===== src/cstd_pkg.sv =====
// constants for the card supply timer and card detect block
// assumes a 10 MHz system clock and an Avalon-MM slave with 32-bit data
package cstd_pkg;
  // register byte addresses (word aligned, index times four)
  localparam logic [15:0] CSTD_IDX_TIMING = 16'hFE04;
  localparam logic [15:0] CSTD_IDX_DETECT = 16'hFE05;
  localparam logic [15:0] CSTD_IDX_SUPPLY = 16'hFE00;
  localparam logic [15:0] CSTD_IDX_STATUS = 16'hFE01;
  localparam logic [15:0] CSTD_IDX_MASK = 16'hFE02;
  localparam logic [17:0] CSTD_ADDR_TIMING = {CSTD_IDX_TIMING, 2'b00};
  localparam logic [17:0] CSTD_ADDR_DETECT = {CSTD_IDX_DETECT, 2'b00};
  localparam logic [17:0] CSTD_ADDR_SUPPLY = {CSTD_IDX_SUPPLY, 2'b00};
  localparam logic [17:0] CSTD_ADDR_STATUS = {CSTD_IDX_STATUS, 2'b00};
  localparam logic [17:0] CSTD_ADDR_MASK = {CSTD_IDX_MASK, 2'b00};
  // reset values
  localparam logic [7:0] CSTD_TIMING_RST = 8'h0F;
  localparam logic [7:0] CSTD_DETECT_RST = 8'h00;
  // field positions of the detect control register
  localparam int CSTD_B_DEBOUNCE = 7;
  localparam int CSTD_B_DET_EN = 6;
  localparam int CSTD_B_POL = 3;
  localparam int CSTD_B_PU_N = 2;
  localparam int CSTD_B_PD = 1;
  localparam int CSTD_B_PRESENT = 0;
  // field positions of the supply control register
  localparam int CSTD_B_SEL_LO = 0;
  localparam int CSTD_B_SEL_HI = 1;
  localparam int CSTD_B_RDY_ST = 2;
  localparam int CSTD_B_POWER_DOWN_FLAG = 3;
  localparam int CSTD_B_DEACT = 4;
  localparam int CSTD_B_ACTIVE = 5;
  // status bits
  localparam int CSTD_EV_CARD = 0;
  localparam int CSTD_EV_FAULT = 1;
  // timing
  localparam longint CSTD_CLK_HZ = 10000000;
  localparam longint CSTD_SLOW_HZ = 32768;
  localparam logic [8:0] CSTD_SLOW_DIV = 9'(CSTD_CLK_HZ / CSTD_SLOW_HZ); // rounds down
  localparam int CSTD_DEB_MS = 64;
  localparam logic [6:0] CSTD_DEB_TICKS = 7'(CSTD_DEB_MS);
  // supply sequencing states
  typedef enum logic [2:0] {
    CSTD_IDLE = 3'b000,
    CSTD_CHECK = 3'b001,
    CSTD_WAIT_RDY = 3'b010,
    CSTD_ON = 3'b011,
    CSTD_OFF_DLY = 3'b100,
    CSTD_DEACT = 3'b101
  } cstd_state_e;
endpackage


===== src/cstd_card_supply_timer_and_detect.sv =====
// card supply stable timer, off delay timer and card detect logic
// assumes one 10 MHz clock, a 1 kHz keypad tick on the same clock,
// and asynchronous pins (detect switch, supply good, ready)
`timescale 1ns/1ps
module cstd_card_supply_timer_and_detect
  import cstd_pkg::*;
(
  // clock and reset
  input wire logic clock,
  input wire logic rst,
  // avalon-mm slave
  input wire logic [17:0] address,
  input wire logic read,
  input wire logic write,
  input wire logic [31:0] writedata,
  input wire logic [3:0] byteenable,
  output logic [31:0] readdata,
  output logic waitrequest,
  // pins and ticks
  input wire logic card_detect_pin,
  input wire logic supply_good_flag,
  input wire logic ready_in,
  input wire logic keypad_tick,
  input wire logic core_fault,
  // pad controls and supply
  output logic pullup_enable_n,
  output logic pulldown_enable,
  output logic [1:0] supply_select,
  output logic deactivate,
  output logic irq
);
  import cstd_pkg::*;

  ////////////////////////////////////////////////////////////////////
  // register storage
  logic [7:0] timing_q; // off count high nibble, check count low
  logic [7:0] detect_q; // detect control, bit 0 unused here
  logic [1:0] sel_q; // supply select bits
  logic rdy_st_q; // ready status flag
  logic power_down_flag_q; // power down flag
  logic [1:0] status_q; // sticky events
  logic [1:0] mask_q; // event mask
  logic present_q; // card present
  logic ack_q; // one cycle of wait state per access
  cstd_state_e state_q;
  logic [3:0] cnt_q; // slow period counter
  logic [8:0] div_q; // divider toward 32768 Hz
  logic slow_tick;
  logic [6:0] deb_q; // debounce ms counter
  logic [1:0] det_sync_q, good_sync_q, rdy_sync_q;
  logic det_s, good_s, rdy_s;
  logic raw_present;
  logic ev_card, ev_fail;
  logic sel_zero_wr, sel_set_wr, hw_clear;
  logic acc, wr_ok, rd_ok;

  ////////////////////////////////////////////////////////////////////
  // bus handshake: every access waits exactly one cycle
  assign acc = (read | write) & ~ack_q;
  assign waitrequest = (read | write) & ~ack_q;
  assign wr_ok = write & ack_q & byteenable[0];
  assign rd_ok = read & ack_q;

  // acknowledge flop toggles the wait state
  always_ff @(posedge clock or posedge rst) begin
    if (rst) begin
      ack_q <= 1'b0;
    end else begin
      ack_q <= acc;
    end
  end

  ////////////////////////////////////////////////////////////////////
  // two-flop synchronisers for the pins
  always_ff @(posedge clock or posedge rst) begin
    if (rst) begin
      det_sync_q <= 2'b00;
      good_sync_q <= 2'b00;
      rdy_sync_q <= 2'b00;
    end else begin
      det_sync_q <= {det_sync_q[0], card_detect_pin};
      good_sync_q <= {good_sync_q[0], supply_good_flag};
      rdy_sync_q <= {rdy_sync_q[0], ready_in};
    end
  end
  assign det_s = det_sync_q[1];
  assign good_s = good_sync_q[1];
  assign rdy_s = rdy_sync_q[1];

  ////////////////////////////////////////////////////////////////////
  // 32768 Hz enable from the system clock; period rounds down
  always_ff @(posedge clock or posedge rst) begin
    if (rst) begin
      div_q <= 9'h000;
    end else if (slow_tick) begin
      div_q <= 9'h000;
    end else begin
      div_q <= div_q + 9'h001;
    end
  end
  assign slow_tick = (div_q == CSTD_SLOW_DIV - 9'h001);

  ////////////////////////////////////////////////////////////////////
  // register writes
  always_ff @(posedge clock or posedge rst) begin
    if (rst) begin
      timing_q <= CSTD_TIMING_RST;
      detect_q <= CSTD_DETECT_RST;
      rdy_st_q <= 1'b0;
      power_down_flag_q <= 1'b0;
      mask_q <= 2'b00;
    end else if (wr_ok) begin
      if (address == CSTD_ADDR_TIMING) begin
        timing_q <= writedata[7:0];
      end else if (address == CSTD_ADDR_DETECT) begin
        // presence bit is read-only
        detect_q <= {writedata[7:1], 1'b0};
      end else if (address == CSTD_ADDR_SUPPLY) begin
        rdy_st_q <= writedata[CSTD_B_RDY_ST];
        power_down_flag_q <= writedata[CSTD_B_POWER_DOWN_FLAG];
      end else if (address == CSTD_ADDR_MASK) begin
        mask_q <= writedata[1:0];
      end
    end
  end

  // software writes to the select bits
  assign sel_set_wr = wr_ok && (address == CSTD_ADDR_SUPPLY)
                      && (writedata[1:0] != 2'b00);
  assign sel_zero_wr = wr_ok && (address == CSTD_ADDR_SUPPLY)
                       && (writedata[1:0] == 2'b00);

  ////////////////////////////////////////////////////////////////////
  // supply sequencer; emergency paths bypass the off delay
  assign hw_clear = ev_fail | core_fault | ev_card;
  always_ff @(posedge clock or posedge rst) begin
    if (rst) begin
      state_q <= CSTD_IDLE;
      sel_q <= 2'b00;
      cnt_q <= 4'h0;
    end else begin
      case (state_q)
        CSTD_IDLE: begin
          if (sel_set_wr) begin
            sel_q <= writedata[1:0];
            cnt_q <= 4'h0;
            // zero count means wait for ready instead of timing out
            state_q <= (timing_q[3:0] == 4'h0) ? CSTD_WAIT_RDY : CSTD_CHECK;
          end
        end
        CSTD_CHECK, CSTD_WAIT_RDY, CSTD_ON: begin
          if (hw_clear && state_q != CSTD_IDLE && !(state_q == CSTD_CHECK
              && !ev_fail && !core_fault && !ev_card)) begin
            sel_q <= 2'b00;
            state_q <= CSTD_DEACT;
          end else if (sel_zero_wr) begin
            cnt_q <= 4'h0;
            // zero off count goes straight to deactivation
            state_q <= (timing_q[7:4] == 4'h0) ? CSTD_DEACT : CSTD_OFF_DLY;
            sel_q <= 2'b00;
          end else if (state_q == CSTD_CHECK) begin
            if (slow_tick) begin
              cnt_q <= cnt_q + 4'h1;
              if (cnt_q + 4'h1 == timing_q[3:0] && good_s) begin
                state_q <= CSTD_ON;
              end
            end
          end else if (state_q == CSTD_WAIT_RDY) begin
            if (rdy_st_q && rdy_s) begin
              state_q <= CSTD_ON;
            end
          end
        end
        CSTD_OFF_DLY: begin
          if (core_fault || ev_card) begin
            state_q <= CSTD_DEACT;
          end else if (slow_tick) begin
            cnt_q <= cnt_q + 4'h1;
            if (cnt_q + 4'h1 == timing_q[7:4]) begin
              state_q <= CSTD_DEACT;
            end
          end
        end
        CSTD_DEACT: begin
          state_q <= CSTD_IDLE;
        end
        default: begin
          state_q <= CSTD_IDLE;
        end
      endcase
    end
  end
  // check expiry with supply not good
  assign ev_fail = (state_q == CSTD_CHECK) && slow_tick
                   && (cnt_q + 4'h1 == timing_q[3:0]) && !good_s;

  ////////////////////////////////////////////////////////////////////
  // card detect: polarity, enable and debounce
  // runs on the system clock only, never on the card logic clock
  assign raw_present = detect_q[CSTD_B_DET_EN]
                       & (detect_q[CSTD_B_POL] ? det_s : ~det_s);

  // presence drops at once; rises after 64 stable ticks when debounced
  always_ff @(posedge clock or posedge rst) begin
    if (rst) begin
      present_q <= 1'b0;
      deb_q <= 7'h00;
    end else if (!raw_present) begin
      present_q <= 1'b0;
      deb_q <= 7'h00;
    end else if (!detect_q[CSTD_B_DEBOUNCE] || power_down_flag_q) begin
      present_q <= 1'b1;
    end else if (keypad_tick && !present_q) begin
      deb_q <= deb_q + 7'h01;
      if (deb_q + 7'h01 == CSTD_DEB_TICKS) begin
        present_q <= 1'b1;
      end
    end
  end
  // any change of presence is a card event
  logic present_d1_q;
  always_ff @(posedge clock or posedge rst) begin
    if (rst) begin
      present_d1_q <= 1'b0;
    end else begin
      present_d1_q <= present_q;
    end
  end
  assign ev_card = present_d1_q ^ present_q;

  ////////////////////////////////////////////////////////////////////
  // sticky status; a read clears it but a new event wins
  always_ff @(posedge clock or posedge rst) begin
    if (rst) begin
      status_q <= 2'b00;
    end else begin
      status_q <= ((rd_ok && address == CSTD_ADDR_STATUS) ? 2'b00 : status_q)
                  | {core_fault, ev_card | ev_fail};
    end
  end
  assign irq = |(status_q & mask_q);

  ////////////////////////////////////////////////////////////////////
  // read data registered on the wait cycle
  always_ff @(posedge clock or posedge rst) begin
    if (rst) begin
      readdata <= 32'h0000_0000;
    end else if (read && !ack_q) begin
      if (address == CSTD_ADDR_TIMING) begin
        readdata <= {24'h000000, timing_q};
      end else if (address == CSTD_ADDR_DETECT) begin
        readdata <= {24'h000000, detect_q[7:1], present_q};
      end else if (address == CSTD_ADDR_SUPPLY) begin
        readdata <= {26'h0000000, state_q == CSTD_ON, state_q == CSTD_DEACT,
                     power_down_flag_q, rdy_st_q, sel_q};
      end else if (address == CSTD_ADDR_STATUS) begin
        readdata <= {30'h00000000, status_q};
      end else if (address == CSTD_ADDR_MASK) begin
        readdata <= {30'h00000000, mask_q};
      end else begin
        readdata <= 32'h0000_0000; // unmapped reads zero
      end
    end
  end

  ////////////////////////////////////////////////////////////////////
  // pad and supply outputs
  assign pullup_enable_n = detect_q[CSTD_B_PU_N];
  assign pulldown_enable = detect_q[CSTD_B_PD];
  assign supply_select = sel_q;
  assign deactivate = (state_q == CSTD_DEACT);
endmodule


===== config.mk =====
export PLATFORM = sky130hd
export DESIGN_NAME = cstd_card_supply_timer_and_detect
export DESIGN_NICKNAME = d
export VERILOG_FILES = /design/src/cstd_pkg.sv /design/src/cstd_card_supply_timer_and_detect.sv
export SDC_FILE = /design/constraint.sdc
export NUM_CORES = 1
export LEC_CHECK = 0
export ABC_AREA = 1
export BUFFER_PORTS_ARGS = -buffer_cell sky130_fd_sc_hd__buf_2
export CORE_UTILIZATION = 45
export DETAILED_ROUTE_END_ITERATION = 16
export PLACE_DENSITY = 0.73
export SETUP_SLACK_MARGIN = 0.1
export SYNTH_ARGS = -nofsm -noshare
export SYNTH_HDL_FRONTEND = slang
export SYNTH_SLANG_ARGS = --single-unit

===== constraint.sdc =====
create_clock -name clock -period 1.8 [get_ports clock]
set_clock_uncertainty 0.1 [all_clocks]
set_input_delay 0.18 -clock clock [delete_from_list [all_inputs] [get_ports clock]]
set_output_delay 0.18 -clock clock [all_outputs]
set_load 0.005 [all_outputs]

==> flow_metrics.tcl <==
set metrics [dict create \
    status "finished, violations left" \
    violations_in_the_final_reports "negative setup slack" \
    rrSetupSlack_ps -90 \
    final_cell_area_sq_um 4791 \
    drtIter0Drc 187 \
    reg2reg_depth 10 \
    slew_viol_final 0 \
    antenna-diode-count 0 \
    p_int_mw 2.481 \
    synth_flop_cell "sky130_fd_sc_hd__dfrtp_1" \
    clock.fmax_ghz 0.5283 \
    leakagePower_nw 2.402 \
    p_total_mw 3.853 \
    fin_tns_setup_ps -413.5 \
    proportion_of_layout_cells_with_a_drive_suffix_above_1 0.3138 \
    synth_top_area_frac 0.3811 \
    cp_slowest_stage_delay_ps 420 \
    synth.area.top_cells "sky130_fd_sc_hd__dfrtp_1, sky130_fd_sc_hd__nand2_1, sky130_fd_sc_hd__inv_1" \
    route.detailed.wl_per_inst_um 13.32 \
    cpLargestDelayFamily "simple AND/OR/NAND/NOR gates" \
    finish.net_count 658 \
    flop_pwr_share 0.418 \
    drt_wl_total_um 9336 \
    synth_most_common_cell "sky130_fd_sc_hd__nand2_1" \
    p_switching_mw 1.372 \
    floorplan.die.width_um 94.78 \
    final.min_clock_period_ps 1893 \
    final_cells 701 \
    synth-seq-cells 63 \
    synth_common_cells "sky130_fd_sc_hd__nand2_1, sky130_fd_sc_hd__inv_1, sky130_fd_sc_hd__dfrtp_1" \
    dp.final_hpwl_um 7004 \
    largest_area_contributor_in_the_netlist "sky130_fd_sc_hd__dfrtp_1" \
    ir_worst_vdd_uv 541.5 \
    globalRoute.totalOverflow 0 \
    via_count_of_the_first_global_routing_pass 3386 \
    route.detailed.drc 0 \
    grt_antenna_before_repair 0 \
    die_y_um 94.78 \
    grt_first_pass_wirelength_um 15010 \
    final-hold-violation-count 0 \
    data_required_time_at_the_worst_endpoint_ps 1980 \
    syn_area_sq_um 3874 \
    holdCritStartpoint "writedata[1]" \
    cts_buffer_depth 2 \
    grt_usage 0.2151 \
    cts.reportedPaths.clkPinSlew_ps 70 \
    async_flop_share 1.000 \
    drt-vias-per-instance 4.953 \
    kind_of_end_point_of_the_critical_path "flip-flop" \
    syn_to_final_growth_pct 23.68 \
    clockRootBuffer "sky130_fd_sc_hd__clkbuf_8" \
    average_size_of_a_mapped_cell_sq_um 7.794 \
    portBuffers 50 \
    synth_enable_flop_cells 0 \
    fin_worst_hold_slack_ps 21.39 \
    grt_max_degree 23 \
    firstDrtPassIters 4 \
    placed_cell_area_sq_um 4378 \
    core_sq_um 8258 \
    cp.arrival_ps 2070 \
    clock_insertion_delay_worst_skew_ps 330 \
    initial_core_util 0.4691 \
    cell_type_of_the_slowest_stage_on_the_worst_timing_path "sky130_fd_sc_hd__dfrtp_1" \
    combinationalPowerShare 0.303 \
    power.clock.fraction 0.279 \
    p_sw_frac 0.3560 \
    hold_end "supply_select[1]$_DFFE_PP0P_" \
    std_cell_rows 33 \
    worstReg2RegEnd "state_q[0]$_DFFE_PP0P_" \
    cts.sinks 63 \
    num_io_pins 102 \
    gpl.final_weighted_congestion 0.8795 \
    max_cap_violations 0 \
    pre_cts_ws_ps -22.65 \
    timing.rr.start "cnt_q[0]$_DFFE_PP0P_" \
    p_per_area_nw_per_um2 804.1 \
    synth_cell_types 48 \
    worst_hold_path_type "input pin to flip-flop" \
    rsz_0062_raised_after_global_routing "true" \
    whs_path_depth 3 \
    route.antenna.remaining_nets 0 \
    placed_cells 672 \
    tritoncts.num_buffers 9 \
    yosysSeqAreaShare 0.4083 \
    critical_path.n_buffers_inverters 0 \
    period_share 1.052 \
    critical_path.startpoint_type "flip-flop" \
    setup_slack_ps -92.76 \
    setup-violations-final 9 \
    final_util 0.5802 \
    crit_fanout 3 \
    h-tree-depth 3 \
    yosys_warnings 0 \
    syn-instance-count 497 \
    cp_cell_sequence "ha_4, xnor2_2, nand2_2, nor2_4, nand3_1, nand2_1, nand2_2, a21oi_4, nand3_1, nand2_1" \
    die_outline_area_sq_um 8983 \
    tritoncts_clock_tree "yes" \
    worstSetupPathType "flip-flop to flip-flop" \
    vias 3472 \
]
==> area by class of cell <==
class / count / area (sq um)
clock buffers: 13 / 148.9
clock inverters: 3 / 18.77
fillers: 752 / 3467
inverters: 78 / 299.0
multi-input cells: 348 / 2002
flip-flops and latches: 63 / 1584
well taps: 105 / 131.4
repair buffers: 91 / 606.8
==> routing by layer <==
metal  GRT usage  vias up  part of all wire
met4      0.1061        0             0.025
li1            -     1733                 -
met1      0.2679     1625              0.43
met5           0        -                 0
met2      0.3609       90              0.51
met3     0.03462       24             0.037
==> registers in the layout (all words and copies together), names as in the netlist <==
register	count
status_q	2
present_q	1
deb_q	7
detect_q	7
state_q	3
mask_q	2
timing_q	8
rdy_sync_q	2
readdata	8
supply_select	2
rdy_st_q	1
power_down_flag_q	1
ack_q	1
good_sync_q	2
cnt_q	4
div_q	9
present_d1_q	1
det_sync_q	2
==> cells by family after synthesis <==
group,synth area share
simple gates,0.3107
flops,0.4083
xor+xnor,0.02261
mux,0.002584
fa+ha+maj,0.01292
compound gates,0.1085
buf+inv,0.1334
other cells,0.0009681
==> timing repair <==
item / in CTS / in global routing
gates resized for setup: 9 / 30
endpoints found under the setup margin: 10 / 15
cloned: 0 / 0
hold endpoints to repair: 23 / 0
pin swaps: 8 / 16
hold buffers: 5 / 0
setup buffers: 1 / 8
==> cell usage in the layout, fill, tap and decap left out, types with 15 or more instances in the layout <==
cell / count
sky130_fd_sc_hd__nand2_1: 104
sky130_fd_sc_hd__inv_1: 66
sky130_fd_sc_hd__dfrtp_1: 57
sky130_fd_sc_hd__buf_2: 50
sky130_fd_sc_hd__nor2_1: 33
sky130_fd_sc_hd__nand3_1: 33
sky130_fd_sc_hd__buf_4: 31
sky130_fd_sc_hd__o21ai_0: 24
sky130_fd_sc_hd__conb_1: 24
sky130_fd_sc_hd__nand2_2: 15
==> tightest hold or removal path: stages <==
cell and delay [ps]:
sky130_fd_sc_hd__buf_2 110, sky130_fd_sc_hd__nand2_1 70, sky130_fd_sc_hd__o21ai_2 60
==> worst max-delay path by stage <==
| stage | startpoint | to | slack, ps | cells after the start |
|---|---|---|---|---|
| 2_1_floorplan | cnt_q[1]$_DFFE_PP0P_ | supply_select[0]$_DFFE_PP0P_ | 70 | 11 |
| 4_1_cts | cnt_q[1]$_DFFE_PP0P_ | state_q[1]$_DFFE_PP0P_ | -1 | 11 |
| 6_report | cnt_q[0]$_DFFE_PP0P_ | state_q[0]$_DFFE_PP0P_ | -90 | 10 |
| 3_3_place_gp | cnt_q[1]$_DFFE_PP0P_ | state_q[1]$_DFFE_PP0P_ | 10 | 11 |
| 5_1_grt | cnt_q[0]$_DFFE_PP0P_ | cnt_q[3]$_DFFE_PP0P_ | -210 | 10 |
| 3_5_place_dp | cnt_q[1]$_DFFE_PP0P_ | cnt_q[3]$_DFFE_PP0P_ | -20 | 11 |
==> power by group through the flow <==
| stage | clock network [mW] | logic (mW) | registers [mW] |
|---|---|---|---|
| finish | 1.08 | 1.17 | 1.61 |
| global route | 1.16 | 1.29 | 1.62 |
| CTS | 1.10 | 1.15 | 1.61 |
| detailed placement | 0 | 1.09 | 1.63 |
| global placement | 0 | 1.05 | 1.63 |
| floorplan | 0 | 0.814 | 1.61 |
No activity file was read; power rests on OpenSTA's default activity.
